$ cat src/cc_detect_defs.svh
`ifndef CC_DETECT_DEFS_SVH
`define CC_DETECT_DEFS_SVH
`define DAC_CODE_W 6
`define LEVEL_W 2
`define CUR_W 2
`define IRQ_LEVEL_BIT 0
`define IRQ_COMP_BIT 1
`define IRQ_BUSOK_BIT 2
`define IRQ_WAKE_BIT 3
`define IRQ_W 4
`define CUR_RESET 2'h1
`define DAC_RESET 6'h00
`endif

$ cat src/cc_detect_pkg.sv
package cc_detect_pkg;
  typedef enum logic [1:0] {ROLE_DISABLED, ROLE_SINK, ROLE_SOURCE} role_e;
  typedef logic [1:0] level_t;
endpackage

$ cat src/cc_attach_detect.sv
`timescale 1ns/100ps
`default_nettype none
`include "cc_detect_defs.svh"
// ************************************************************
// detection and status logic of a type-c configuration channel
// ************************************************************
module cc_attach_detect (
  input wire logic clock, // 250 MHz
  input wire logic rst, // sync, active high
  input wire logic [1:0] roleSel, // 0 disabled, 1 sink, 2 source
  input wire logic measureBus, // route DAC compare to bus voltage
  input wire logic ccSelect, // which CC pin is measured (0 = CC1)
  input wire logic [`DAC_CODE_W-1:0] dacCodeIn, // DAC threshold code
  input wire logic [`CUR_W-1:0] currentSelIn, // source_current_select
  input wire logic currentSelWr, // write strobe for current select
  input wire logic [`IRQ_W-1:0] irqClear, // write-one-to-clear pulses
  input wire logic [`IRQ_W-1:0] irqMask, // 1 masks the flag off the pin
  input wire logic [2:0] cc1Thermo, // fixed comparators on CC1
  input wire logic [2:0] cc2Thermo, // fixed comparators on CC2
  input wire logic ccActivity, // analog activity detector on CC pins
  input wire logic busAbove, // fixed bus-valid comparator
  input wire logic dacCcAbove, // DAC comparator output, CC path
  input wire logic dacBusAbove, // DAC comparator output, bus path (to 15 V)
  output logic [`LEVEL_W-1:0] ccLevelCode, // cc_level_code status
  output logic compResult, // DAC compare status
  output logic busVoltageValid, // bus_voltage_valid status
  output logic [`IRQ_W-1:0] irqFlags, // sticky interrupt flags
  output logic [`DAC_CODE_W-1:0] dacCode, // threshold code to DAC
  output logic measureBusOut, // DAC input mux select
  output logic [1:0] pullDownEn, // Rd enable per CC pin
  output logic [1:0] pullUpEn, // current source enable per CC pin
  output logic [`CUR_W-1:0] pullUpLevel, // advertised current level
  output logic intOut, // open-drain interrupt pin output (always 0)
  output logic intOe // drives pin low while high
);
  // ************************************************************
  // role and termination
  // ************************************************************
  cc_detect_pkg::role_e role_q, role_d;
  logic [`CUR_W-1:0] cur_q, cur_d;
  logic [`DAC_CODE_W-1:0] dac_q, dac_d;
  logic meas_q, meas_d;
  logic sel_q, sel_d;

  always_comb begin
    case (roleSel)
      2'h1: role_d = cc_detect_pkg::ROLE_SINK;
      2'h2: role_d = cc_detect_pkg::ROLE_SOURCE;
      default: role_d = cc_detect_pkg::ROLE_DISABLED;
    endcase
    // a write is applied on the next clock whether or not attached; otherwise the level is held
    cur_d = currentSelWr ? currentSelIn : cur_q;
    dac_d = dacCodeIn;
    meas_d = measureBus;
    sel_d = ccSelect;
  end

  always_ff @(posedge clock) begin
    if (rst) begin
      role_q <= cc_detect_pkg::ROLE_DISABLED;
      cur_q <= `CUR_RESET;
      dac_q <= `DAC_RESET;
      meas_q <= 1'b0;
      sel_q <= 1'b0;
    end else begin
      role_q <= role_d;
      cur_q <= cur_d;
      dac_q <= dac_d;
      meas_q <= meas_d;
      sel_q <= sel_d;
    end
  end

  always_comb begin
    pullDownEn = 2'h0;
    pullUpEn = 2'h0;
    case (role_q)
      cc_detect_pkg::ROLE_SINK: pullDownEn = 2'h3;
      cc_detect_pkg::ROLE_SOURCE: pullUpEn = 2'h3;
      cc_detect_pkg::ROLE_DISABLED: begin
        pullDownEn = 2'h0;
        pullUpEn = 2'h0;
      end
      default: begin
        pullDownEn = 2'h0;
        pullUpEn = 2'h0;
      end
    endcase
  end

  assign pullUpLevel = cur_q;
  assign dacCode = dac_q;
  assign measureBusOut = meas_q;

  // ************************************************************
  // live status
  // ************************************************************
  logic [1:0] level1, level2;
  cc_level_encoder u_enc1 (.thermo(cc1Thermo), .code(level1));
  cc_level_encoder u_enc2 (.thermo(cc2Thermo), .code(level2));

  logic [`LEVEL_W-1:0] lvl_q, lvl_d;
  logic comp_q, comp_d;
  logic bus_q, bus_d;
  logic act_q, act_d;

  always_comb begin
    lvl_d = sel_q ? level2 : level1;
    comp_d = meas_q ? dacBusAbove : dacCcAbove;
    bus_d = busAbove;
    act_d = ccActivity;
  end

  always_ff @(posedge clock) begin
    if (rst) begin
      lvl_q <= 2'h0;
      comp_q <= 1'b0;
      bus_q <= 1'b0;
      act_q <= 1'b0;
    end else begin
      lvl_q <= lvl_d;
      comp_q <= comp_d;
      bus_q <= bus_d;
      act_q <= act_d;
    end
  end

  assign ccLevelCode = lvl_q;
  assign compResult = comp_q;
  assign busVoltageValid = bus_q;

  // ************************************************************
  // sticky interrupt flags
  // ************************************************************
  // first sample after reset is primed so reset itself raises no level, compare or bus-valid event; wake is not gated
  logic primed_q, primed_d;
  logic [`IRQ_W-1:0] flag_q, flag_d, evt;

  always_comb begin
    evt = '0;
    evt[`IRQ_LEVEL_BIT] = primed_q && (lvl_d != lvl_q);
    evt[`IRQ_COMP_BIT] = primed_q && (comp_d != comp_q);
    evt[`IRQ_BUSOK_BIT] = primed_q && (bus_d != bus_q);
    evt[`IRQ_WAKE_BIT] = (role_q == cc_detect_pkg::ROLE_DISABLED) && act_d && !act_q;
    // set beats a clear in the same cycle
    flag_d = (flag_q & ~irqClear) | evt;
    primed_d = 1'b1;
  end

  always_ff @(posedge clock) begin
    if (rst) begin
      flag_q <= '0;
      primed_q <= 1'b0;
    end else begin
      flag_q <= flag_d;
      primed_q <= primed_d;
    end
  end

  assign irqFlags = flag_q;
  assign intOut = 1'b0;
  assign intOe = |(flag_q & ~irqMask);

  // ************************************************************
  // checks
  // ************************************************************
  level_irq_a: assert property (@(posedge clock) disable iff (rst)
    primed_q && (lvl_d != lvl_q) |=> flag_q[`IRQ_LEVEL_BIT])
    else $error("level change did not set flag");
  bus_irq_a: assert property (@(posedge clock) disable iff (rst)
    $past(primed_q) && $changed(bus_q) |-> flag_q[`IRQ_BUSOK_BIT])
    else $error("bus-valid change did not set flag");
  bus_track_a: assert property (@(posedge clock) disable iff (rst)
    busAbove |=> busVoltageValid)
    else $error("bus-valid does not track comparator");
  wake_irq_a: assert property (@(posedge clock) disable iff (rst)
    (role_q == cc_detect_pkg::ROLE_DISABLED) && act_d && !act_q |=> flag_q[`IRQ_WAKE_BIT])
    else $error("wake flag not raised");
  no_term_a: assert property (@(posedge clock) disable iff (rst)
    (role_q == cc_detect_pkg::ROLE_DISABLED) |-> (pullDownEn == 2'h0 && pullUpEn == 2'h0))
    else $error("termination present while disabled");
  cur_apply_a: assert property (@(posedge clock) disable iff (rst)
    currentSelWr |=> pullUpLevel == $past(currentSelIn))
    else $error("current select not applied");
  cur_hold_a: assert property (@(posedge clock) disable iff (rst)
    !currentSelWr |=> $stable(pullUpLevel))
    else $error("current select changed without write");
  flag_sticky_a: assert property (@(posedge clock) disable iff (rst)
    flag_q[0] && !irqClear[0] |=> flag_q[0])
    else $error("level flag lost without clear");
  int_pin_a: assert property (@(posedge clock) disable iff (rst)
    (flag_q[`IRQ_WAKE_BIT] && !irqMask[`IRQ_WAKE_BIT]) |-> intOe)
    else $error("interrupt pin not asserted");
  comp_path_a: assert property (@(posedge clock) disable iff (rst)
    measureBus ##1 meas_q && dacBusAbove |=> compResult)
    else $error("bus measurement not reported");
  level_map_a: assert property (@(posedge clock) disable iff (rst)
    !ccSelect ##1 !sel_q && cc1Thermo == 3'h7 |=> ccLevelCode == 2'h3)
    else $error("level code wrong");

  attach_c: cover property (@(posedge clock) $rose(busVoltageValid));
  wake_c: cover property (@(posedge clock) $rose(flag_q[`IRQ_WAKE_BIT]));
  level_c: cover property (@(posedge clock) ccLevelCode == 2'h3 && !compResult);
  cur_c: cover property (@(posedge clock) currentSelWr && role_q == cc_detect_pkg::ROLE_SOURCE);
endmodule
`default_nettype wire

$ cat src/cc_level_encoder.sv
`timescale 1ns/100ps
`default_nettype none
// thermometer of the three fixed comparators to a 2-bit level code
module cc_level_encoder (
  input wire logic [2:0] thermo, // fixed comparator outputs, low to high threshold
  output logic [1:0] code // level code
);
  always_comb begin
    if (thermo[2]) begin
      code = 2'h3;
    end else if (thermo[1]) begin
      code = 2'h2;
    end else if (thermo[0]) begin
      code = 2'h1;
    end else begin
      code = 2'h0;
    end
  end
endmodule
`default_nettype wire

$ cat config.mk
export PLATFORM = sky130hd
export DESIGN_NAME = cc_attach_detect
export DESIGN_NICKNAME = d
export VERILOG_FILES = /design/src/cc_detect_pkg.sv /design/src/cc_attach_detect.sv /design/src/cc_level_encoder.sv
export VERILOG_INCLUDE_DIRS = /design/src /design/src/src
export SDC_FILE = /design/constraint.sdc
export NUM_CORES = 1
export LEC_CHECK = 0
export BUFFER_PORTS_ARGS = -buffer_cell sky130_fd_sc_hd__buf_2
export CAP_MARGIN = 10
export CORE_UTILIZATION = 39
export DETAILED_ROUTE_END_ITERATION = 8
export PLACE_DENSITY = 0.88
export SLEW_MARGIN = 20
export SYNTH_ARGS = -nofsm -noshare
export SYNTH_HDL_FRONTEND = slang
export SYNTH_SLANG_ARGS = --single-unit
$ cat constraint.sdc
create_clock -name clock -period 1.3 [get_ports clock]
set_input_delay 0 -clock clock [delete_from_list [all_inputs] [get_ports clock]]
set_output_delay 0 -clock clock [all_outputs]
set_load 0.02 [all_outputs]
==> summary.md <==
| Metric | Value |
|---|---|
| CTS tree | `done` |
| IO Port Bufs | `54` |
| Ys Warns | `0` |
| Initial Util | `between 40% and 50%` |
| P&R area growth vs syn | `66.4%` |
| Slew Viols, Final | `0` |
| Critical-path top delay cell | `dlygate4sd3_1` |
| # IOs | `56` |
| WHS | `~0.038 ns` |
| PD cells | `1130 nW/um^2` |
| Critical Path Max Stage Delay | `around 0.58 ns` |
| Die Wd | `roughly 48 microns` |
| Final Hold Viols | `0` |
| Routed WL | `1.84 mm` |
| CP Cell Sequence | `dlygate4sd3_1, buf_2, mux2i_1, dlygate4sd3_1, nor2_1` |
| Crit end category | `flip-flop` |
| Num rows | `16` |
| Lkg Pwr | `between 0.6 and 0.7 nW` |
| Cell count after synthesis | `80` |
| Hold path start | `irqClear[0]` |
| Leading cell type in the layout, fill and taps excluded | `buf_2` |
| Crit Path Max Fanout | `1` |
| Fin crit share | `92.1%` |
| Core area | `approximately 2000 sq um` |
| Initial DRC count | `2` |
| Area fraction of the dominant cell type after synthesis | `~54%` |
| Setup_tns | `0 ns` |
| Placer congestion estimate | `around 0.66` |
| Largest net degree at the start of global routing | `20` |
| Top post-synthesis cells by area | `dfxtp_1, nor2b_1, mux2i_1` |
| Share of layout cells above drive strength 1 | `40.0%` |
| # diodes | `0` |
| Mapped Area | `just over 800 sq um` |
| Worst R2R Setup Slack | `between 0.1 and 0.15 ns` |
| Die height | `47.9 microns` |
| DR pass1 iterations | `2` |
| Initial antenna violation count | `0` |
| Yosys top cell by area | `dfxtp_1` |
| Kind of critical path | `input port to flip-flop` |
| Routed vias | `approximately 790` |
| Routed length per instance | `10.1 microns` |
| Fin nets | `189` |
| Final worst path period need | `roughly 1.2 ns` |
| Hold/Removal Path Class | `input port to flip-flop` |
| Yosys reg bits | `22` |
| Vias per std cell | `about 4.3` |
| CP Data Arrival Time | `1.38 ns` |
| Fmax | `around 830 MHz` |
| CP required | `1.48 ns` |
| Dpl hpwl | `approximately 1.3 mm` |
| First-pass GRT wire length | `~2.5 mm` |
| Worst Setup SP | `currentSelIn[1]` |
| Max Clock Skew | `0.00511 ns` |
| Clk Tree Root Cell | `clkbuf_4` |
| Startpoint Class | `input port` |
| Origin of the critical flop-to-flop path | `pullUpLevel[1]` |
| Clock tree buffer depth | `2` |
| Post-DRT Antenna Nets | `0` |
| RSZ-0062 raised after global routing | `false` |
| Fill cell count | `around 160` |
| Clock latency on the worst-skew pair | `~0.30 ns` |
| Drt drc | `0` |
| Resize count post-CTS | `0` |
| Commonest non-fill, non-tap cells in the layout | `buf_2, dfxtp_1, dlygate4sd3_1` |
| Clock transition at path regs | `0.11 ns` |
| Sequential cell area fraction in the yosys report | `53.6%` |
| CTS Sinks | `22` |
| Tot GR Track Use | `roughly 16%` |
| Grt ovf | `0` |
| H-tree depth | `1` |
| Max rail drop VDD | `~0.86 mV` |
| Syn_area_per_cell | `about 10 sq um` |
| Count of final setup violators | `0` |
| Number of global-route vias before repair | `around 690` |
| Post-synth cell types | `25` |
| Mapped Nets | `~110` |
| Max-Cap Viols | `0` |
| Most used cell, CP | `dlygate4sd3_1` |
| Status | `complete, no violations` |
| Inserted Clock Buffers | `3` |
| Die area | `~2300 sq um` |
## cell type report
cell class                      instances  area, sq um  area share [%]
Tap cell                               27         33.8            2.47
Multi-Input combinational cell         46          324            23.7
Inverter                                7         26.3            1.92
Clock buffer                            3         22.5            1.65
Clock inverter                          1         30.0            2.20
Sequential cell                        22          440            32.2
Timing Repair Buffer                   76          490            35.9
## repair_timing
item / in CTS / in global routing
hold buffers: 22 / 0
endpoints found under the hold margin: 18 / 0
buffers inserted: 0 / 0
## synth_stat cells
cell type,count
nor3_1,1
nor2_1,7
a311oi_2,1
a22oi_1,1
nand2b_4,1
o221ai_1,1
nand2b_1,2
nand2_1,1
and2_1,1
buf_4,3
nor3b_1,2
nor4b_1,1
and2_2,1
a21oi_1,2
xnor2_1,3
clkbuf_1,1
a32oi_2,1
mux2i_1,3
xor2_1,1
a2bb2oi_1,2
dfxtp_1,22
inv_1,7
nor2b_1,13
conb_1,1
buf_2,1
## cells by family (layout without fill, tap and decap cells)
group	after synthesis	after routing	synth area share, %
and+or+nand+nor	30	30	21.9
muxes	3	3	3.65
DFF	22	22	53.6
other	1	1	0.456
xor gates and xnor gates	4	4	4.26
AOI/OAI and AO/OA	8	8	9.13
buffers and inverters	12	87	7.00
## routing by layer
layer / global-route usage [%] / routed length (microns) / up-vias
met5: 0 / 0 / -
met4: 5.00 / 0 / 0
met3: 3.40 / 120 / 0
met2: 34.3 / 1020 / 32
met1: 14.2 / 701 / 350
li1: - / - / 406
## critical path: cells and delay by family
family,cells,cell delay [ns]
buf+inv,3,1.23
mux,1,0.11
simple gates,1,0.04
## path summary, 6_finish.rpt
kind	endpoint	cells past startpoint
min reg2reg	irqFlags[3]	2
max	pullUpLevel[1]	5
min	irqFlags[0]	3
max reg2reg	pullUpLevel[1]	3
## power by group
part | switching (W) | internal [W] | total, W
clock network | 0.000192 | 0.000311 | 0.000504
logic | 0.000144 | 0.000160 | 0.000304
registers | 0.0000211 | 0.000715 | 0.000736
## stage by stage
stage                     power (W)  cell area, sq um  util [%]  std cells  worst slack (ns)
final                       0.00154              1370      69.7        182             0.102
after global routing        0.00163              1370      69.7        182            0.0565
after CTS                   0.00156              1370      69.7        182             0.135
after detailed placement    0.00100              1090      55.8        156             0.206
after global placement     0.000993              1090      55.8        156             0.302
after floorplan            0.000904               822         -         80             0.230
## state kept, by name, summed over array words and instances (netlist names), 2 cells and up
register,flops
irqFlags,4
dacCode,6
role_q,2
pullUpLevel,2
ccLevelCode,2
(Power assumes the default switching activity.)
